<file path="src/logic/drive_cmd_pkg.sv">
// Constants for the drive command selection logic.
// Assumes a single 20 MHz control clock and a plain register port.
package drive_cmd_pkg;
  // Clock and time base
  localparam int unsigned CLK_HZ          = 20_000_000;
  localparam int unsigned MS_PER_S        = 1000;
  localparam int unsigned MS_TICK_CYCLES  = CLK_HZ / MS_PER_S;
  localparam int unsigned PULSE_MIN_MS    = 32;

  // Register offsets (byte addresses)
  localparam logic [7:0] REG_CTRL_ADDR    = 8'h00;
  localparam logic [7:0] REG_TIMER_ADDR   = 8'h04;
  localparam logic [7:0] REG_STATUS_ADDR  = 8'h08;

  // Control register fields and reset values
  localparam int unsigned CTRL_LR_LSB     = 0;
  localparam int unsigned CTRL_LR_W       = 8;
  localparam logic [7:0]  CTRL_LR_RST     = 8'h00;

  // Timer register fields and reset values
  localparam int unsigned TMR_MODE_LSB    = 0;
  localparam int unsigned TMR_T1_LSB      = 8;
  localparam int unsigned TMR_T2_LSB      = 16;
  localparam int unsigned TMR_FIELD_W     = 8;
  localparam logic [7:0]  TMR_MODE_RST    = 8'h01;
  localparam logic [7:0]  TMR_T1_RST      = 8'h00;
  localparam logic [7:0]  TMR_T2_RST      = 8'h00;

  // Status register bit positions
  localparam int unsigned ST_RUN_CW       = 0;
  localparam int unsigned ST_RUN_CCW      = 1;
  localparam int unsigned ST_FAULT        = 2;
  localparam int unsigned ST_TORQUE       = 3;
  localparam int unsigned ST_PSET_LSB     = 4;
  localparam int unsigned ST_FFREQ_LSB    = 6;
  localparam int unsigned ST_FPCT_LSB     = 8;
  localparam int unsigned ST_TMR_OUT      = 10;
  localparam int unsigned ST_ARMED        = 11;

  // Local/remote selections that run 3-wire control
  localparam logic [7:0] LR_3WIRE_CONTACTS = 8'h05;
  localparam logic [7:0] LR_3WIRE_KEYPAD   = 8'h2E;

  // Timer operating modes
  localparam logic [7:0] TMR_OFF          = 8'h00;
  localparam logic [7:0] TMR_FALL_BASE    = 8'h0A;
  localparam logic [7:0] TMR_RETRIG       = 8'h02;
  localparam logic [7:0] TMR_AND          = 8'h03;

  // Synchronised pin vector positions
  localparam int unsigned PIN_CW          = 0;
  localparam int unsigned PIN_CCW         = 1;
  localparam int unsigned PIN_ARM         = 2;
  localparam int unsigned PIN_KP_CW       = 3;
  localparam int unsigned PIN_KP_CCW      = 4;
  localparam int unsigned PIN_KP_ARM      = 5;
  localparam int unsigned PIN_ERR_ACK     = 6;
  localparam int unsigned PIN_FAULT       = 7;
  localparam int unsigned PIN_TORQUE      = 8;
  localparam int unsigned PIN_PSET2       = 9;
  localparam int unsigned PIN_FF1         = 10;
  localparam int unsigned PIN_FF2         = 11;
  localparam int unsigned PIN_FP1         = 12;
  localparam int unsigned PIN_FP2         = 13;
  localparam int unsigned PIN_DIN4        = 14;
  localparam int unsigned PIN_COUNT       = 15;

  typedef enum logic [1:0] {SEL_ONE, SEL_TWO, SEL_THREE, SEL_FOUR} sel4_t;
endpackage

</file>
<file path="src/logic/timer_link_if.sv">
// Carrier between the command logic and its timer stage.
// Assumes both ends share clk.
`timescale 1ns/1ps
interface timer_link_if;
  logic       src;
  logic       tick;
  logic [7:0] mode;
  logic [7:0] time1;
  logic [7:0] time2;
  logic       out;

  modport ctl
  (
    output src, tick, mode, time1, time2,
    input  out
  );
  modport unit
  (
    input  src, tick, mode, time1, time2,
    output out
  );
endinterface

</file>
<file path="src/logic/drive_command_select_logic.sv">
// Drive command selection: start, 3-wire, fault clear, mode and set selection.
// Assumes asynchronous contact and keypad inputs and a single-cycle register port.
//
// Local design decisions: the plain strobed port and the register addresses.
`timescale 1ns/1ps
module drive_command_select_logic
  import drive_cmd_pkg::*;
#(
  parameter int unsigned TICK_CYCLES = MS_TICK_CYCLES
)
(
  // Clock and reset
  input  wire logic        clk,
  input  wire logic        sys_rst,
  // Register port
  input  wire logic [7:0]  reg_addr,
  input  wire logic [31:0] reg_wdata,
  input  wire logic        reg_wr,
  input  wire logic        reg_rd,
  output logic      [31:0] reg_rdata,
  // Contact and keypad inputs
  input  wire logic        start_cw,
  input  wire logic        start_ccw,
  input  wire logic        arm_3wire,
  input  wire logic        keypad_unit_cw,
  input  wire logic        keypad_unit_ccw,
  input  wire logic        keypad_unit_arm,
  input  wire logic        err_ack,
  input  wire logic        fault_event,
  input  wire logic        torque_select,
  input  wire logic        param_set_sel2,
  input  wire logic        fixed_freq_sel1,
  input  wire logic        fixed_freq_sel2,
  input  wire logic        fixed_pct_sel1,
  input  wire logic        fixed_pct_sel2,
  input  wire logic        digital_input_four,
  // Drive commands
  output logic             run_cw,
  output logic             run_ccw,
  output logic             fault_active,
  output logic             torque_mode,
  output logic [1:0]       param_set,
  output logic [1:0]       fixed_freq,
  output logic [1:0]       fixed_pct
);
  typedef enum logic [1:0] {W_IDLE, W_CHECK, W_RUN} wstate_t;
  logic [PIN_COUNT-1:0] pins_raw;
  logic [PIN_COUNT-1:0] meta_r;
  logic [PIN_COUNT-1:0] sync_r;
  logic [PIN_COUNT-1:0] prev_r;
  logic [PIN_COUNT-1:0] rise;
  logic [7:0]  lr_mode_r;
  logic [7:0]  tmr_mode_r;
  logic [7:0]  tmr_t1_r;
  logic [7:0]  tmr_t2_r;
  logic [31:0] rdata_r;
  logic [31:0] status;
  logic [31:0] tick_cnt_r;
  logic        tick_r;
  logic [5:0]  ms_cnt_r;
  wstate_t     wstate_r;
  logic        dir_ccw_r;
  logic        fault_r;
  logic        run_cw_r;
  logic        run_ccw_r;
  logic        torque_r;
  logic [1:0]  pset_r;
  logic [1:0]  ffreq_r;
  logic [1:0]  fpct_r;
  logic        three_wire;
  logic        armed;
  logic        pulse_cw;
  logic        pulse_ccw;
  logic        rise_cw;
  logic        rise_ccw;
  logic        held_pulse;
  timer_link_if tlink ();
  function automatic logic [1:0] decode_sel(input logic s1, input logic s2);
    sel4_t r;
    case ({s2, s1})
      2'b00:   r = SEL_ONE;
      2'b01:   r = SEL_TWO;
      2'b11:   r = SEL_THREE;
      default: r = SEL_FOUR;
    endcase
    return r;
  endfunction
  assign pins_raw = {digital_input_four, fixed_pct_sel2, fixed_pct_sel1, fixed_freq_sel2,
                     fixed_freq_sel1, param_set_sel2, torque_select, fault_event, err_ack,
                     keypad_unit_arm, keypad_unit_ccw, keypad_unit_cw, arm_3wire, start_ccw, start_cw};
  // Two-stage synchronisers, then a delayed copy for edge detection
  genvar gi;
  generate
    for (gi = 0; gi < PIN_COUNT; gi++)
    begin : g_sync
      always_ff @(posedge clk or posedge sys_rst)
      begin
        if (sys_rst)
        begin
          meta_r[gi] <= 1'b0;
          sync_r[gi] <= 1'b0;
          prev_r[gi] <= 1'b0;
        end
        else
        begin
          meta_r[gi] <= pins_raw[gi];
          sync_r[gi] <= meta_r[gi];
          prev_r[gi] <= sync_r[gi];
        end
      end
      assign rise[gi] = sync_r[gi] & ~prev_r[gi];
    end
  endgenerate
  // Register port
  always_ff @(posedge clk or posedge sys_rst)
  begin
    if (sys_rst)
    begin
      lr_mode_r  <= CTRL_LR_RST;
      tmr_mode_r <= TMR_MODE_RST;
      tmr_t1_r   <= TMR_T1_RST;
      tmr_t2_r   <= TMR_T2_RST;
    end
    else if (reg_wr)
    begin
      if (reg_addr == REG_CTRL_ADDR)
        lr_mode_r <= reg_wdata[CTRL_LR_LSB +: CTRL_LR_W];
      else if (reg_addr == REG_TIMER_ADDR)
      begin
        tmr_mode_r <= reg_wdata[TMR_MODE_LSB +: TMR_FIELD_W];
        tmr_t1_r   <= reg_wdata[TMR_T1_LSB +: TMR_FIELD_W];
        tmr_t2_r   <= reg_wdata[TMR_T2_LSB +: TMR_FIELD_W];
      end
    end
  end

  always_comb
  begin
    status                          = 32'h0000_0000;
    status[ST_RUN_CW]               = run_cw_r;
    status[ST_RUN_CCW]              = run_ccw_r;
    status[ST_FAULT]                = fault_r;
    status[ST_TORQUE]               = torque_r;
    status[ST_PSET_LSB +: 2]        = pset_r;
    status[ST_FFREQ_LSB +: 2]       = ffreq_r;
    status[ST_FPCT_LSB +: 2]        = fpct_r;
    status[ST_TMR_OUT]              = tlink.out;
    status[ST_ARMED]                = armed;
  end

  always_ff @(posedge clk or posedge sys_rst)
  begin
    if (sys_rst)
      rdata_r <= 32'h0000_0000;
    else if (reg_rd && reg_addr == REG_CTRL_ADDR)
      rdata_r <= {24'h00_0000, lr_mode_r};
    else if (reg_rd && reg_addr == REG_TIMER_ADDR)
      rdata_r <= {8'h00, tmr_t2_r, tmr_t1_r, tmr_mode_r};
    else if (reg_rd && reg_addr == REG_STATUS_ADDR)
      rdata_r <= status;
    else
      rdata_r <= 32'h0000_0000;
  end
  assign reg_rdata = rdata_r;
  // Millisecond time base
  always_ff @(posedge clk or posedge sys_rst)
  begin
    if (sys_rst)
    begin
      tick_cnt_r <= 32'h0000_0000;
      tick_r     <= 1'b0;
    end
    else
    begin
      tick_r     <= (tick_cnt_r >= TICK_CYCLES - 1);
      tick_cnt_r <= (tick_cnt_r >= TICK_CYCLES - 1) ? 32'h0000_0000 : tick_cnt_r + 32'h0000_0001;
    end
  end
  // Source selection by local/remote mode
  always_comb
  begin
    three_wire = (lr_mode_r == LR_3WIRE_CONTACTS) || (lr_mode_r == LR_3WIRE_KEYPAD);
    if (lr_mode_r == LR_3WIRE_KEYPAD)
    begin
      armed     = sync_r[PIN_ARM] | sync_r[PIN_KP_ARM];
      pulse_cw  = sync_r[PIN_CW] | sync_r[PIN_KP_CW];
      pulse_ccw = sync_r[PIN_CCW] | sync_r[PIN_KP_CCW];
      rise_cw   = rise[PIN_CW] | rise[PIN_KP_CW];
      rise_ccw  = rise[PIN_CCW] | rise[PIN_KP_CCW];
    end
    else
    begin
      armed     = three_wire & sync_r[PIN_ARM];
      pulse_cw  = sync_r[PIN_CW];
      pulse_ccw = sync_r[PIN_CCW];
      rise_cw   = rise[PIN_CW];
      rise_ccw  = rise[PIN_CCW];
    end
    held_pulse = dir_ccw_r ? pulse_ccw : pulse_cw;
  end
  // 3-wire sequence: arm, pulse, 32 ms check, latched run
  always_ff @(posedge clk or posedge sys_rst)
  begin
    if (sys_rst)
    begin
      wstate_r  <= W_IDLE;
      dir_ccw_r <= 1'b0;
      ms_cnt_r  <= 6'h00;
    end
    else if (!three_wire || !armed || fault_r)
    begin
      wstate_r  <= W_IDLE;
      dir_ccw_r <= 1'b0;
      ms_cnt_r  <= 6'h00;
    end
    else
    begin
      case (wstate_r)
        W_IDLE:
          if (rise_cw || rise_ccw)
          begin
            wstate_r  <= (rise_cw && rise_ccw) ? W_IDLE : W_CHECK;
            dir_ccw_r <= rise_ccw & ~rise_cw;
            ms_cnt_r  <= 6'h00;
          end
        W_CHECK:
          if (!held_pulse)
            wstate_r <= W_IDLE;
          else if (dir_ccw_r ? rise_cw : rise_ccw)
            wstate_r <= W_IDLE;
          else if (ms_cnt_r >= 6'(PULSE_MIN_MS))
            wstate_r <= W_RUN;
          else if (tick_r)
            ms_cnt_r <= ms_cnt_r + 6'h01;
        W_RUN:
          wstate_r <= W_RUN;
        default:
          wstate_r <= W_IDLE;
      endcase
    end
  end
  // Drive commands; a fault blocks both directions
  always_ff @(posedge clk or posedge sys_rst)
  begin
    if (sys_rst)
    begin
      run_cw_r  <= 1'b0;
      run_ccw_r <= 1'b0;
    end
    else if (fault_r)
    begin
      run_cw_r  <= 1'b0;
      run_ccw_r <= 1'b0;
    end
    else if (three_wire)
    begin
      run_cw_r  <= (wstate_r != W_IDLE) && !dir_ccw_r;
      run_ccw_r <= (wstate_r != W_IDLE) && dir_ccw_r;
    end
    else
    begin
      // Opposing level commands cancel rather than pick a winner
      run_cw_r  <= sync_r[PIN_CW] & ~sync_r[PIN_CCW];
      run_ccw_r <= sync_r[PIN_CCW] & ~sync_r[PIN_CW];
    end
  end
  // Fault flag: a new fault beats a simultaneous acknowledge
  always_ff @(posedge clk or posedge sys_rst)
  begin
    if (sys_rst)
      fault_r <= 1'b0;
    else if (rise[PIN_FAULT])
      fault_r <= 1'b1;
    else if (rise[PIN_ERR_ACK])
      fault_r <= 1'b0;
  end
  // Selections; switching allowed while running
  always_ff @(posedge clk or posedge sys_rst)
  begin
    if (sys_rst)
    begin
      torque_r <= 1'b0;
      pset_r   <= 2'b00;
      ffreq_r  <= 2'b00;
      fpct_r   <= 2'b00;
    end
    else
    begin
      torque_r <= sync_r[PIN_TORQUE];
      pset_r   <= decode_sel(tlink.out, sync_r[PIN_PSET2]);
      ffreq_r  <= decode_sel(sync_r[PIN_FF1], sync_r[PIN_FF2]);
      fpct_r   <= decode_sel(sync_r[PIN_FP1], sync_r[PIN_FP2]);
    end
  end

  assign tlink.src   = sync_r[PIN_DIN4];
  assign tlink.tick  = tick_r;
  assign tlink.mode  = tmr_mode_r;
  assign tlink.time1 = tmr_t1_r;
  assign tlink.time2 = tmr_t2_r;
  signal_timer u_timer1
  (
    .clk     (clk),
    .sys_rst (sys_rst),
    .lnk     (tlink.unit)
  );
  assign run_cw       = run_cw_r;
  assign run_ccw      = run_ccw_r;
  assign fault_active = fault_r;
  assign torque_mode  = torque_r;
  assign param_set    = pset_r;
  assign fixed_freq   = ffreq_r;
  assign fixed_pct    = fpct_r;
endmodule

</file>
<file path="src/logic/signal_timer.sv">
// Timer stage: delays and stretches a logic source.
// Assumes src is already synchronous to clk; tick is one cycle per time unit.
`timescale 1ns/1ps
module signal_timer
  import drive_cmd_pkg::*;
(
  // Clock and reset
  input wire logic      clk,
  input wire logic      sys_rst,
  // Link to the command logic
  timer_link_if.unit    lnk
);
  typedef enum logic [1:0] {T_IDLE, T_DELAY, T_ON} tstate_t;

  tstate_t    state_r;
  logic       src_d_r;
  logic [7:0] cnt_r;
  logic       out_r;
  logic [7:0] base;
  logic       edge_hit;
  logic       bypass;

  always_comb
  begin
    base     = (lnk.mode >= TMR_FALL_BASE) ? lnk.mode - TMR_FALL_BASE : lnk.mode;
    edge_hit = (lnk.mode >= TMR_FALL_BASE) ? (src_d_r & ~lnk.src) : (lnk.src & ~src_d_r);
    // Zero delay and duration make the stage transparent
    bypass   = (lnk.time1 == 8'h00) && (lnk.time2 == 8'h00);
  end

  always_ff @(posedge clk or posedge sys_rst)
  begin
    if (sys_rst)
      src_d_r <= 1'b0;
    else
      src_d_r <= lnk.src;
  end

  always_ff @(posedge clk or posedge sys_rst)
  begin
    if (sys_rst)
    begin
      state_r <= T_IDLE;
      cnt_r   <= 8'h00;
    end
    else if (lnk.mode == TMR_OFF || bypass)
    begin
      state_r <= T_IDLE;
      cnt_r   <= 8'h00;
    end
    else
    begin
      case (state_r)
        T_IDLE:
          if (edge_hit)
          begin
            state_r <= T_DELAY;
            cnt_r   <= 8'h00;
          end
        T_DELAY:
          if ((base == TMR_RETRIG && edge_hit) || (base == TMR_AND && !lnk.src))
            cnt_r <= 8'h00;
          else if (cnt_r >= lnk.time1)
          begin
            state_r <= T_ON;
            cnt_r   <= 8'h00;
          end
          else if (lnk.tick)
            cnt_r <= cnt_r + 8'h01;
        T_ON:
          if ((cnt_r >= lnk.time2) || (base == TMR_AND && !lnk.src))
            state_r <= T_IDLE;
          else if (lnk.tick)
            cnt_r <= cnt_r + 8'h01;
        default:
          state_r <= T_IDLE;
      endcase
    end
  end

  always_ff @(posedge clk or posedge sys_rst)
  begin
    if (sys_rst)
      out_r <= 1'b0;
    else if (lnk.mode == TMR_OFF)
      out_r <= 1'b0;
    else if (bypass)
      out_r <= lnk.src;
    else
      out_r <= (state_r == T_ON);
  end

  assign lnk.out = out_r;
endmodule

</file>
<file path="config.mk">
export PLATFORM = sky130hd
export DESIGN_NAME = drive_command_select_logic
export DESIGN_NICKNAME = d
export VERILOG_FILES = /design/src/logic/drive_cmd_pkg.sv /design/src/logic/timer_link_if.sv /design/src/logic/drive_command_select_logic.sv /design/src/logic/signal_timer.sv
export SDC_FILE = /design/constraint.sdc
export NUM_CORES = 1
export LEC_CHECK = 0
export BUFFER_PORTS_ARGS = -buffer_cell sky130_fd_sc_hd__buf_2
export CORE_AREA = 4 4 130 107
export DETAILED_ROUTE_END_ITERATION = 6
export DIE_AREA = 0 0 134 111
export HOLD_SLACK_MARGIN = 0.08
export MAX_ROUTING_LAYER = met4
export PLACE_DENSITY = 0.75
export SETUP_SLACK_MARGIN = 0.2
export SLEW_MARGIN = 25
export SYNTH_ARGS = -nofsm -noshare
export SYNTH_HDL_FRONTEND = slang
export SYNTH_SLANG_ARGS = --single-unit
export TNS_END_PERCENT = 100
</file>
<file path="constraint.sdc">
create_clock -name clk -period 5.7 [get_ports clk]
set_clock_uncertainty 0.15 [all_clocks]
set_input_delay 0.57 -clock clk [delete_from_list [all_inputs] [get_ports clk]]
set_output_delay 0.57 -clock clk [all_outputs]
set_load 0.01 [all_outputs]
</file>
# Word-level counts from Yosys, hierarchy flattened

Index checks and enable logic that the tools add are counted.

Register bits after elaboration: 164
Bits of input ports: 59
Output and inout bits: 42
Word-level logic and storage cells: 218

Add/sub/neg operators: 4
Order comparisons: 5
Eq/ne operators: 27
Muxes and demuxes: 54
Bitwise logic cells: 29
Reduce and logical (&&, ||, !) cells: 42

Operators by type and width:

| kind                                                                | number |
|---|---|
| two-way mux 8 bit                                                   | 7 |
| two-way mux 24 bit                                                  | 2 |
| two-way mux 6 bit                                                   | 6 |
| adder 32 x 1 -> 32 bit, second input constant                       | 1 |
| greater-or-equal comparator 32 x 15 -> 1 bit, second input constant | 1 |
| logical NOT 8 bit                                                   | 4 |
| two-way mux 32 bit                                                  | 1 |
| case mux 2 bit (3 select lines)                                     | 5 |
| case mux 8 bit (3 select lines)                                     | 1 |
| two-way mux 1 bit                                                   | 20 |
| two-way mux 2 bit                                                   | 10 |
| == test 8 x 2 -> 1 bit, second input constant                       | 2 |
| == test 8 x 3 -> 1 bit, second input constant                       | 2 |
| greater-or-equal comparator 8 bit                                   | 2 |
| != test 3 bit, second input constant                                | 5 |
| AND 1 bit                                                           | 12 |
| two-way mux 12 bit                                                  | 1 |
| inverter 1 bit                                                      | 12 |
| case mux 6 bit (2 select lines)                                     | 1 |
| == test 2 x 1 -> 1 bit, second input constant                       | 5 |
| == test 2 bit, second input constant                                | 5 |
| logical NOT 2 bit                                                   | 5 |
| logical AND 1 bit                                                   | 9 |
| != test 3 x 1 -> 1 bit, second input constant                       | 3 |
| 19 further kinds                                                    | 39 |

# Depth between registers and ports, before layout

Gate-level depths: netlist of run 1.

Depth in word-level cells: 9
Depth in mapped cells: 11
Depth with buffers taken out: 9

# By module

A second synthesis of run 1 with hierarchy kept.

Cells, all modules: 568
Area, all modules: 6831.6 sq um

By module, submodules not included:

| module                     | times used | cells an instance | area an instance (sq um) | sequential area each (sq um) |
|---|---|---|---|---|
| drive_command_select_logic | 1          | 400               | 5390.2                   | 3604.7 |
| signal_timer               | 1          | 168               | 1441.4                   | 300.3 |

# Worst setup path after synthesis of run 1

No wires, ideal clock.

Path type: register to register
From: register tmr_mode_r[1], in the netlist tlink.mode[1]
To: register u_timer1.state_r[0]
Library setup time: 0.120 ns
Data arrival time: 2.653 ns
Required time: 5.430 ns
Setup slack: 2.777 ns
Stages on the path, launching flop included: 11
Path buffers: 1
Period minus slack after synthesis: 2.923 ns
Cells stage by stage: dfrtp_1 clkbuf_1 inv_1 ha_1 and3b_1 a2111oi_0 o32ai_2 or4b_2 o211ai_2 o21ai_0 o211a_1

Cells in the longest elaborated chain, start to end: 7
Elaborated cells between the ends (all ways): 18
Those cells by class: 1 x add/sub; 1 x order compare; 6 x eq/ne; 3 x mux; 7 x reduce/logical

RTL lines:

| item                                                                                    | line                                   | source |
|---|---|---|
| start, declared                                                                         | drive_command_select_logic.sv:53       | `logic [7:0] tmr_mode_r;` |
| start signal, assigned                                                                  | drive_command_select_logic.sv:130      | `tmr_mode_r <= reg_wdata[TMR_MODE_LSB +: TMR_FIELD_W];` |
| subtractor 8 x 4 -> 8 bit or greater-or-equal comparator 8 x 4 -> 1 bit (tied branches) | signal_timer.sv:25, signal_timer.sv:26 |  |
| two-way mux 8 bit                                                                       | signal_timer.sv:25                     | `base = (lnk.mode >= TMR_FALL_BASE) ? lnk.mode - TMR_FALL_BASE : lnk.mode;` |
| == test 8 x 2 -> 1 bit (on tied branches)                                               | signal_timer.sv:61, signal_timer.sv:71 |  |
| logical AND 1 bit (on tied branches)                                                    | signal_timer.sv:61, signal_timer.sv:71 |  |
| logical OR 1 bit (on tied branches)                                                     | signal_timer.sv:71, signal_timer.sv:61 |  |
| != test 3 x 1 -> 1 bit (no line) or != test 3 x 2 -> 1 bit (tied branches)              | -                                      |  |
| AND reduction 4 bit (no line)                                                           | -                                      |  |
| end signal, assigned                                                                    | signal_timer.sv:65                     | `state_r <= T_ON;` |
| end signal, assigned                                                                    | signal_timer.sv:72                     | `state_r <= T_IDLE;` |
| end signal, assigned                                                                    | signal_timer.sv:76                     | `state_r <= T_IDLE;` |
| end, declared                                                                           | signal_timer.sv:15                     | `tstate_t state_r;` |

Parallel ways exist; a longest one is shown, timed or not.
A chain may end at the register's enable or synchronous reset.

# Worst setup path in the final report of run 1

Ends and elaborated chain as after synthesis.

==> impl_results.html, run 1 <==
<table>
<tr><th>Metric</th><th>Value</th></tr>
<tr><th colspan="2">Critical path</th></tr>
<tr><td>Worst Setup Start Kind</td><td>flop</td></tr>
<tr><td>Path depth of the worst reg2reg path</td><td>9</td></tr>
<tr><td>Worst R2R Setup Slack</td><td>2.46 ns</td></tr>
<tr><td>Critical register-to-register path startpoint</td><td>tlink.mode[1]</td></tr>
<tr><td>Worst setup path category</td><td>reg2reg</td></tr>
<tr><td>Arr. time, crit path</td><td>3.42 ns</td></tr>
<tr><td>Kind of end point of the critical path</td><td>flop</td></tr>
<tr><td>Max FO, Critical Path</td><td>9</td></tr>
<tr><td>Worst path required time</td><td>5.87 ns</td></tr>
<tr><td>Critical register-to-register path endpoint</td><td>u_timer1.state_r[0]</td></tr>
<tr><th colspan="2">Run</th></tr>
<tr><td>Max Cap Violations</td><td>0</td></tr>
<tr><th colspan="2">Logic synthesis</th></tr>
<tr><td>Yosys Warn Count</td><td>0</td></tr>
<tr><td>Per-instance average area after synthesis</td><td>11.8 µm²</td></tr>
<tr><td>Library cell occupying the most area in the post-synthesis netlist</td><td>sky130_fd_sc_hd__dfrtp_1</td></tr>
<tr><td>Post-synth EDFFs</td><td>0</td></tr>
<tr><td>Proportion of netlist area held by the largest area contributor</td><td>0.578</td></tr>
<tr><td>Ys flop type</td><td>sky130_fd_sc_hd__dfrtp_1</td></tr>
<tr><td>Sequential element share of the synthesized area</td><td>0.582</td></tr>
<tr><td>Most numerous cell types in the synthesized netlist</td><td>sky130_fd_sc_hd__dfrtp_1 (155), sky130_fd_sc_hd__nor2_1 (49), sky130_fd_sc_hd__inv_1 (42)</td></tr>
<tr><td>Number of different library cells in the post-synthesis netlist</td><td>64</td></tr>
<tr><td>Dominant cell by count in the synthesized netlist</td><td>sky130_fd_sc_hd__dfrtp_1</td></tr>
<tr><td>Async set-or-reset flop fraction in the synthesized netlist</td><td>1.00</td></tr>
<tr><td>Synthesized instance count</td><td>569</td></tr>
<tr><td>Number of flip-flops and latches in the synthesized netlist</td><td>156</td></tr>
<tr><td>Post-Syn Area</td><td>6710 µm²</td></tr>
<tr><td>Largest cells by area after synthesis</td><td>sky130_fd_sc_hd__dfrtp_1 (58%), sky130_fd_sc_hd__ha_1 (5.8%), sky130_fd_sc_hd__mux2_2 (5.4%), sky130_fd_sc_hd__nor2_1 (2.7%), sky130_fd_sc_hd__inv_1 (2.4%)</td></tr>
<tr><th colspan="2">STA</th></tr>
<tr><td>Unrepaired setup endpoints after global routing</td><td>false</td></tr>
<tr><td>Upper clock frequency limit</td><td>308 MHz</td></tr>
<tr><td>Number of failing hold endpoints at the final stage</td><td>0</td></tr>
<tr><td>Final setup slack of the worst path</td><td>2.46 ns</td></tr>
<tr><td>Worst max-slew margin expressed relative to the limit</td><td>0.393</td></tr>
<tr><td>Worst Max-Slew Pin Slew</td><td>0.910 ns</td></tr>
<tr><td>Max Slew Vio Count</td><td>0</td></tr>
<tr><td>Final worst path period share</td><td>0.569</td></tr>
<tr><td>Final critical path time including I/O delays and setup</td><td>3.24 ns</td></tr>
<tr><td>Final setup violation count</td><td>0</td></tr>
<tr><td>Setup TNS Final</td><td>0 ns</td></tr>
<tr><th colspan="2">Clocking</th></tr>
<tr><td>Number of H-tree levels</td><td>4</td></tr>
<tr><td>TritonCTS clock tree</td><td>yes</td></tr>
<tr><td>CTS max path bufs</td><td>2</td></tr>
<tr><td>TritonCTS buffer count</td><td>17</td></tr>
<tr><td>Clock slew at reported path FFs</td><td>0.07 ns</td></tr>
<tr><td>Number of sinks on the clock net</td><td>156</td></tr>
<tr><td>Source-to-sink clock delay at the later pin of the worst-skew pair</td><td>0.43 ns</td></tr>
<tr><td>Master cell of the clock root buffer</td><td>sky130_fd_sc_hd__clkbuf_16</td></tr>
<tr><td>Post-cts sizing count</td><td>0</td></tr>
<tr><th colspan="2">Place</th></tr>
<tr><td>RePlAce Congestion</td><td>0.871</td></tr>
<tr><td>Placed instance area</td><td>7350 µm²</td></tr>
<tr><td>Port-buffer cells</td><td>84</td></tr>
<tr><td>DP HPWL</td><td>9460 µm</td></tr>
<tr><td>Post-Place Cells</td><td>834</td></tr>
<tr><td>Pre-CTS setup slack</td><td>2.50 ns</td></tr>
<tr><th colspan="2">Pwr</th></tr>
<tr><td>Combinational group share of total power</td><td>0.072</td></tr>
<tr><td>Seq pwr share</td><td>0.479</td></tr>
<tr><td>Clock group share of total power</td><td>0.449</td></tr>
<tr><td>Power density relative to cell area</td><td>305 nW/µm²</td></tr>
<tr><td>Cell-internal power</td><td>1.84 mW</td></tr>
<tr><td>Standby leakage power</td><td>3.98 nW</td></tr>
<tr><td>Power Total</td><td>2.46 mW</td></tr>
<tr><td>Fraction of power spent switching nets</td><td>0.251</td></tr>
<tr><td>NetSw</td><td>0.616 mW</td></tr>
<tr><td>Worst-case vdd ir drop</td><td>0.000249 V</td></tr>
<tr><th colspan="2">Floorplan</th></tr>
<tr><td>Die Y-Extent</td><td>111 µm</td></tr>
<tr><td>Number of standard-cell rows in the floorplan</td><td>37</td></tr>
<tr><td>Area of the core</td><td>12600 µm²</td></tr>
<tr><td>DIE AREA</td><td>14900 µm²</td></tr>
<tr><td>Chip Width</td><td>134 µm</td></tr>
<tr><td>I/O Pins</td><td>101</td></tr>
<tr><td>Initial Utilization</td><td>0.531</td></tr>
<tr><th colspan="2">Finish</th></tr>
<tr><td>Count of antenna diodes in the layout</td><td>0</td></tr>
<tr><td>Relative area change from synthesis to final layout</td><td>20.1%</td></tr>
<tr><td>Post-route design area</td><td>8050 µm²</td></tr>
<tr><td>Layout cell share with drive strength beyond 1</td><td>0.242</td></tr>
<tr><td>FILL cells</td><td>973</td></tr>
<tr><td>Layout Cells excl Fill</td><td>878</td></tr>
<tr><td>Nets</td><td>780</td></tr>
<tr><th colspan="2">Global route</th></tr>
<tr><td>Global router's overall resource usage</td><td>0.206</td></tr>
<tr><td>Antenna violations before repair</td><td>0</td></tr>
<tr><td>Remaining global-route overflow</td><td>0</td></tr>
<tr><td>Vias in the first global route</td><td>4793</td></tr>
<tr><td>First-pass GRT wire length</td><td>23600 µm</td></tr>
<tr><td>Largest net degree at the start of global routing</td><td>113</td></tr>
<tr><th colspan="2">Route</th></tr>
<tr><td>Vias/cell</td><td>5.33</td></tr>
<tr><td>Average detailed-routed wire length per instance</td><td>15.6 µm</td></tr>
<tr><td>Starting DRC count in detailed routing</td><td>368</td></tr>
<tr><td>Routed wire length</td><td>13700 µm</td></tr>
<tr><td>Number of search-and-repair iterations in the first detailed-routing pass</td><td>5</td></tr>
<tr><td>Routed via count</td><td>4678</td></tr>
<tr><td>Number of remaining DRC errors</td><td>0</td></tr>
<tr><td>Post-route antenna net violation count</td><td>0</td></tr>
<tr><th colspan="2">Outcome</th></tr>
<tr><td>Outcome</td><td>finished clean</td></tr>
<tr><th colspan="2">Hold path</th></tr>
<tr><td>Type of the tightest min-delay check</td><td>in2async</td></tr>
</table>
[flip-flops by register name, indices dropped and copies added (netlist names), 2 cells and up]
| register | count |
|---|---|
| tick_cnt_r | 32 |
| reg_rdata | 24 |
| meta_r | 15 |
| sync_r | 14 |
| lr_mode_r | 8 |
| tlink.mode | 8 |
| tlink.time1 | 8 |
| tlink.time2 | 8 |
| u_timer1.cnt_r | 8 |
| ms_cnt_r | 6 |
| prev_r | 6 |
| fixed_freq | 2 |
| fixed_pct | 2 |
| param_set | 2 |
| u_timer1.state_r | 2 |
| wstate_r | 2 |
[critical path, stage by stage (launching register included)]
cell and delay, ns:
sky130_fd_sc_hd__dfrtp_1 0.49, sky130_fd_sc_hd__inv_1 0.13, sky130_fd_sc_hd__ha_1 0.23, sky130_fd_sc_hd__and3b_1 0.19, sky130_fd_sc_hd__a2111oi_0 0.53, sky130_fd_sc_hd__o32ai_2 0.23
sky130_fd_sc_hd__or4b_2 0.71, sky130_fd_sc_hd__o211ai_2 0.23, sky130_fd_sc_hd__o21ai_0 0.12, sky130_fd_sc_hd__o211a_1 0.13
[worst max-delay path by stage]
stage / start / endpoint / slack [ns] / cells after the start
after CTS: tlink.mode[1] / u_timer1.state_r[0] / 2.46 / 9
after global routing: tlink.mode[1] / u_timer1.state_r[0] / 2.21 / 9
after global placement: tlink.mode[1] / u_timer1.state_r[0] / 2.62 / 9
after floorplan: sys_rst / dir_ccw_r / 0.78 / 1
after detailed placement: tlink.mode[1] / u_timer1.state_r[0] / 2.50 / 9
final: tlink.mode[1] / u_timer1.state_r[0] / 2.46 / 9
[logic make-up after synthesis]
logic type | share of synthesized area
adders and majority gates | 0.0578
muxes | 0.0567
other | 0.000559
xor gates and xnor gates | 0.0209
buffers and inverters | 0.0422
DFF | 0.582
AOI/OAI and AO/OA | 0.101
and+or+nand+nor | 0.138
[stage by stage]
step / utilization / hold WS [ns]
global placement: 0.582 / 0.182
global route: 0.637 / 0.0882
CTS: 0.636 / 0.0806
floorplan: - / 0.181
detailed placement: 0.582 / 0.186
finish: 0.637 / 0.101
[layer usage]
metal  vias up  part of all wire  GRT usage
met5         -                 0          -
met4         0             0.022     0.0898
met3        27             0.048     0.0526
met2       121              0.50      0.331
met1      2329              0.43      0.247
li1       2201                 -          -
[cell usage in the layout (no fill, tap or decap), types with 5 or more instances in the layout]
cell type	count
sky130_fd_sc_hd__and3_1	5
sky130_fd_sc_hd__nand4_1	7
sky130_fd_sc_hd__nor2_1	49
sky130_fd_sc_hd__a22o_1	8
sky130_fd_sc_hd__dlygate4sd3_1	12
sky130_fd_sc_hd__nand3_1	17
sky130_fd_sc_hd__mux2_2	32
sky130_fd_sc_hd__a21oi_1	8
sky130_fd_sc_hd__a22oi_1	10
sky130_fd_sc_hd__or2_2	6
sky130_fd_sc_hd__and2_1	14
sky130_fd_sc_hd__buf_2	84
sky130_fd_sc_hd__clkbuf_16	17
sky130_fd_sc_hd__o21ai_0	20
sky130_fd_sc_hd__a21o_1	8
sky130_fd_sc_hd__conb_1	25
sky130_fd_sc_hd__inv_1	41
sky130_fd_sc_hd__xor2_1	9
sky130_fd_sc_hd__nand2_1	31
sky130_fd_sc_hd__nor4_1	13
sky130_fd_sc_hd__ha_1	31
sky130_fd_sc_hd__nor3_1	5
sky130_fd_sc_hd__dfrtp_1	155
sky130_fd_sc_hd__nor2b_1	9
sky130_fd_sc_hd__inv_8	6
sky130_fd_sc_hd__xnor2_1	7
[final cells by class]
cell class                 instances  area (µm²)  share of cell area
clock buffer                      17         425              0.0528
sequential                       156        3910               0.485
tap                              175         219              0.0272
multi-input combinational        373        2610               0.325
inverter                          42         165              0.0205
timing repair buffer             100         571              0.0708
clock inverter                    15         155              0.0193
[timing repair]
action                    in CTS  in global routing
hold endpoints to repair      11                  1
buffers inserted               0                  0
hold buffers                  11                  1
[power by group through the flow]
stage	clock network, mW	registers, mW	logic (mW)
6_report	1.10	1.18	0.177
2_1_floorplan	0	1.19	0.120
3_3_place_gp	0	1.20	0.163
5_1_grt	1.18	1.18	0.200
4_1_cts	1.13	1.18	0.178
3_5_place_dp	0	1.20	0.170
No activity file was read; power rests on OpenSTA's default activity.
==> run 2: changes to the inputs <==
CORE_AREA = 4 4 134 110   (was 4 4 130 107)
DIE_AREA = 0 0 138 114   (was 0 0 134 111)
PLACE_DENSITY = 0.74   (was 0.75)
clock period = 2.65 ns   (was 5.7 ns; I/O delays follow)
==> impl_results.html, run 2 (synthesis results as in run 1) <==
<table>
<tr><th>Metric</th><th>Value</th></tr>
<tr><th colspan="2">Finish</th></tr>
<tr><td>Post-route design area</td><td>8710 µm² (+8.1%)</td></tr>
<tr><td>Nets</td><td>842 (+7.9%)</td></tr>
<tr><td>Relative area change from synthesis to final layout</td><td>29.9%</td></tr>
<tr><td>FF/Latch Area</td><td>3910 µm² (unchanged)</td></tr>
<tr><td>Most common library cell in the layout ignoring fill and taps</td><td>sky130_fd_sc_hd__dfrtp_1</td></tr>
<tr><td>Largest register by flop count</td><td>tick_cnt_r</td></tr>
<tr><td>Footprint of the multi-input gates</td><td>2700 µm² (+3.4%)</td></tr>
<tr><td>FILL cells</td><td>1017 (+4.5%)</td></tr>
<tr><td>Layout cell share with drive strength beyond 1</td><td>0.278 (+0.0366)</td></tr>
<tr><td>Max reg flops</td><td>32 (unchanged)</td></tr>
<tr><td>Count of antenna diodes in the layout</td><td>0 (unchanged)</td></tr>
<tr><td>Fraction of the core area covered by cells at the end of the flow</td><td>0.649 (+0.0122)</td></tr>
<tr><td>Most frequent cells in the layout</td><td>sky130_fd_sc_hd__dfrtp_1 (155), sky130_fd_sc_hd__buf_2 (84), sky130_fd_sc_hd__nor2_1 (49), sky130_fd_sc_hd__inv_1 (41), sky130_fd_sc_hd__dlygate4sd3_1 (41)</td></tr>
<tr><th colspan="2">STA</th></tr>
<tr><td>Unrepaired setup endpoints after global routing</td><td>true</td></tr>
<tr><td>Number of failing hold endpoints at the final stage</td><td>0 (unchanged)</td></tr>
<tr><td>Final worst path period share</td><td>1.00 (+0.433)</td></tr>
<tr><td>Max Slew Vio Count</td><td>0 (unchanged)</td></tr>
<tr><td>Final setup slack of the worst path</td><td>-0.00600 ns (-2.46 ns)</td></tr>
<tr><td>Worst max-slew margin expressed relative to the limit</td><td>0.473 (+0.0801)</td></tr>
<tr><td>Upper clock frequency limit</td><td>377 MHz (+22%)</td></tr>
<tr><td>Final critical path time including I/O delays and setup</td><td>2.66 ns (-0.588 ns)</td></tr>
<tr><td>Hold_ws</td><td>0.199 ns (+0.0978 ns)</td></tr>
<tr><td>Worst Max-Slew Pin Slew</td><td>0.790 ns (-0.120 ns)</td></tr>
<tr><td>Final setup violation count</td><td>3 (+3)</td></tr>
<tr><th colspan="2">Critical path</th></tr>
<tr><td>Max FO, Critical Path</td><td>8 (-1)</td></tr>
<tr><td>Kind of end point of the critical path</td><td>flop</td></tr>
<tr><td>Worst path required time</td><td>2.82 ns (-3.05 ns)</td></tr>
<tr><td>Arr. time, crit path</td><td>2.82 ns (-0.60 ns)</td></tr>
<tr><td>Worst Setup Start Kind</td><td>flop</td></tr>
<tr><td>CP startpoint</td><td>tlink.mode[7]</td></tr>
<tr><td>Critical register-to-register path startpoint</td><td>tlink.mode[7]</td></tr>
<tr><td>Worst setup path category</td><td>reg2reg</td></tr>
<tr><th colspan="2">Route</th></tr>
<tr><td>Vias/cell</td><td>5.12 (-3.9%)</td></tr>
<tr><td>Number of remaining DRC errors</td><td>0 (unchanged)</td></tr>
<tr><td>Starting DRC count in detailed routing</td><td>254 (-31%)</td></tr>
<tr><td>Routed wire length</td><td>14100 µm (+3.0%)</td></tr>
<tr><td>Routed via count</td><td>4840 (+3.5%)</td></tr>
<tr><td>Number of search-and-repair iterations in the first detailed-routing pass</td><td>4 (-1)</td></tr>
<tr><td>Average detailed-routed wire length per instance</td><td>14.9 µm (-4.3%)</td></tr>
<tr><td>Post-route antenna net violation count</td><td>0 (unchanged)</td></tr>
<tr><th colspan="2">Clocking</th></tr>
<tr><td>Number of sinks on the clock net</td><td>156 (unchanged)</td></tr>
<tr><td>Number of H-tree levels</td><td>4 (unchanged)</td></tr>
<tr><td>Source-to-sink clock delay at the later pin of the worst-skew pair</td><td>0.42 ns (about the same)</td></tr>
<tr><td>TritonCTS buffer count</td><td>17 (unchanged)</td></tr>
<tr><td>TritonCTS clock tree</td><td>yes</td></tr>
<tr><td>CTS max path bufs</td><td>2 (unchanged)</td></tr>
<tr><td>Master cell of the clock root buffer</td><td>sky130_fd_sc_hd__clkbuf_16</td></tr>
<tr><td>Clock slew at reported path FFs</td><td>0.07 ns (about the same)</td></tr>
<tr><th colspan="2">Global route</th></tr>
<tr><td>First-pass GRT wire length</td><td>23900 µm (+1.5%)</td></tr>
<tr><td>Largest net degree at the start of global routing</td><td>157 (+39%)</td></tr>
<tr><td>Remaining global-route overflow</td><td>0 (unchanged)</td></tr>
<tr><td>Global router's overall resource usage</td><td>0.195 (-0.0104)</td></tr>
<tr><td>Vias in the first global route</td><td>5023 (+4.8%)</td></tr>
<tr><td>Antenna violations before repair</td><td>0 (unchanged)</td></tr>
<tr><th colspan="2">Floorplan</th></tr>
<tr><td>Die Y-Extent</td><td>114 µm (+2.7%)</td></tr>
<tr><td>I/O Pins</td><td>101 (unchanged)</td></tr>
<tr><td>Chip Width</td><td>138 µm (+3.0%)</td></tr>
<tr><td>Initial Utilization</td><td>0.500 (-0.0304)</td></tr>
<tr><td>Area of the core</td><td>13400 µm² (+6.1%)</td></tr>
<tr><td>DIE AREA</td><td>15700 µm² (+5.8%)</td></tr>
<tr><td>Number of standard-cell rows in the floorplan</td><td>38 (+2.7%)</td></tr>
<tr><th colspan="2">Place</th></tr>
<tr><td>Port-buffer cells</td><td>84 (unchanged)</td></tr>
<tr><td>Placed instance area</td><td>7630 µm² (+3.8%)</td></tr>
<tr><td>RePlAce Congestion</td><td>0.865 (-0.77%)</td></tr>
<tr><td>DP HPWL</td><td>9770 µm (+3.2%)</td></tr>
<tr><td>Pre-CTS setup slack</td><td>-0.153 ns (-2.65 ns)</td></tr>
<tr><th colspan="2">Pwr</th></tr>
<tr><td>Clock group share of total power</td><td>0.444 (-0.005)</td></tr>
<tr><td>Power density relative to cell area</td><td>620 nW/µm² (+100%)</td></tr>
<tr><td>Worst-case vdd ir drop</td><td>0.000608 V (+140%)</td></tr>
<tr><td>Power Total</td><td>5.40 mW (+120%)</td></tr>
<tr><td>Fraction of power spent switching nets</td><td>0.252 (+0.000917)</td></tr>
<tr><td>Cell-internal power</td><td>4.04 mW (+120%)</td></tr>
<tr><td>NetSw</td><td>1.36 mW (+120%)</td></tr>
<tr><td>Standby leakage power</td><td>4.29 nW (+8.0%)</td></tr>
<tr><td>Seq pwr share</td><td>0.467 (-0.012)</td></tr>
<tr><td>Combinational group share of total power</td><td>0.089 (+0.017)</td></tr>
<tr><th colspan="2">Hold path</th></tr>
<tr><td>Type of the tightest min-delay check</td><td>reg2reg</td></tr>
<tr><td>Launch instance of the worst min-delay path</td><td>meta_r[9]</td></tr>
<tr><th colspan="2">Outcome</th></tr>
<tr><td>Outcome</td><td>finished with violations</td></tr>
<tr><td>Violations in the final reports</td><td>negative setup slack</td></tr>
<tr><th colspan="2">Run</th></tr>
<tr><td>Max Cap Violations</td><td>0 (unchanged)</td></tr>
</table>
## run 2: cell types whose count changed in the layout (fill, tap and decap cells not counted), moves of 2 or more
cell | before | now
sky130_fd_sc_hd__a2111oi_0 | 2 | 0
sky130_fd_sc_hd__buf_4 | 4 | 36
sky130_fd_sc_hd__dlygate4sd3_1 | 12 | 41
sky130_fd_sc_hd__inv_6 | 3 | 5
sky130_fd_sc_hd__nor3_1 | 5 | 3
sky130_fd_sc_hd__nor3_2 | 0 | 2
sky130_fd_sc_hd__nor4_1 | 13 | 11
sky130_fd_sc_hd__nor4_2 | 0 | 2
sky130_fd_sc_hd__o21ai_0 | 20 | 18
sky130_fd_sc_hd__o21ai_1 | 0 | 2
## run 2: final timing paths
check / end / slack [ns] / cells past startpoint
setup reg to reg: u_timer1.cnt_r[1] / -0.006 / 7
hold reg to reg: sync_r[9] / 0.20 / 0
setup / recovery: u_timer1.cnt_r[1] / -0.006 / 7
min in group asynchronous: meta_r[2] / 0.46 / 4
hold / removal: sync_r[9] / 0.20 / 0
max in group asynchronous: reg_rdata[22] / 1.30 / 4
## run 2: worst max-delay path: stages, from the launching register on
cell	delay, ns
sky130_fd_sc_hd__dfrtp_1	0.38
sky130_fd_sc_hd__or4_4	0.58
sky130_fd_sc_hd__o311a_4	0.33
sky130_fd_sc_hd__o32ai_4	0.33
sky130_fd_sc_hd__nor4_2	0.08
sky130_fd_sc_hd__a211o_4	0.32
sky130_fd_sc_hd__a21o_1	0.18
sky130_fd_sc_hd__a32o_1	0.19
## run 2: power groups by stage
stage	logic, mW	clock network [mW]	registers [mW]
floorplan	0.266	0	2.56
global placement	0.401	0	2.56
detailed placement	0.414	0	2.57
CTS	0.477	2.46	2.52
global route	0.536	2.56	2.53
finish	0.479	2.40	2.53
## run 2: metrics by stage
stage | std cells | setup TNS, ns
after global placement | 870 | -0.490
after CTS | 944 | -0.00278
after detailed placement | 870 | -0.872
after floorplan | 593 | -0.0911
after global routing | 945 | -0.753
final | 945 | -0.00775
## run 2: metal layers
layer	global-route usage	wire length, µm	up-vias
li1	-	-	2324
met1	0.231	6060	2402
met2	0.328	7180	91
met3	0.0503	627	23
met4	0.0698	262	0
met5	-	0	-
## run 2: timing repair
item | CTS | global route
endpoints found under the hold margin | 203 | 0
buffers inserted | 1 | 1
hold buffers | 41 | 0
endpoints found under the setup margin | 10 | 10
pin swaps | 8 | 8
gates resized for setup | 8 | 5
## run 2: area by class of cell
type | count | share of cell area
sequential | 156 | 0.448
timing repair buffer | 162 | 0.129
multi-input combinational | 373 | 0.310
tap | 180 | 0.0259
clock inverter | 15 | 0.0193
inverter | 42 | 0.0185
clock buffer | 17 | 0.0489
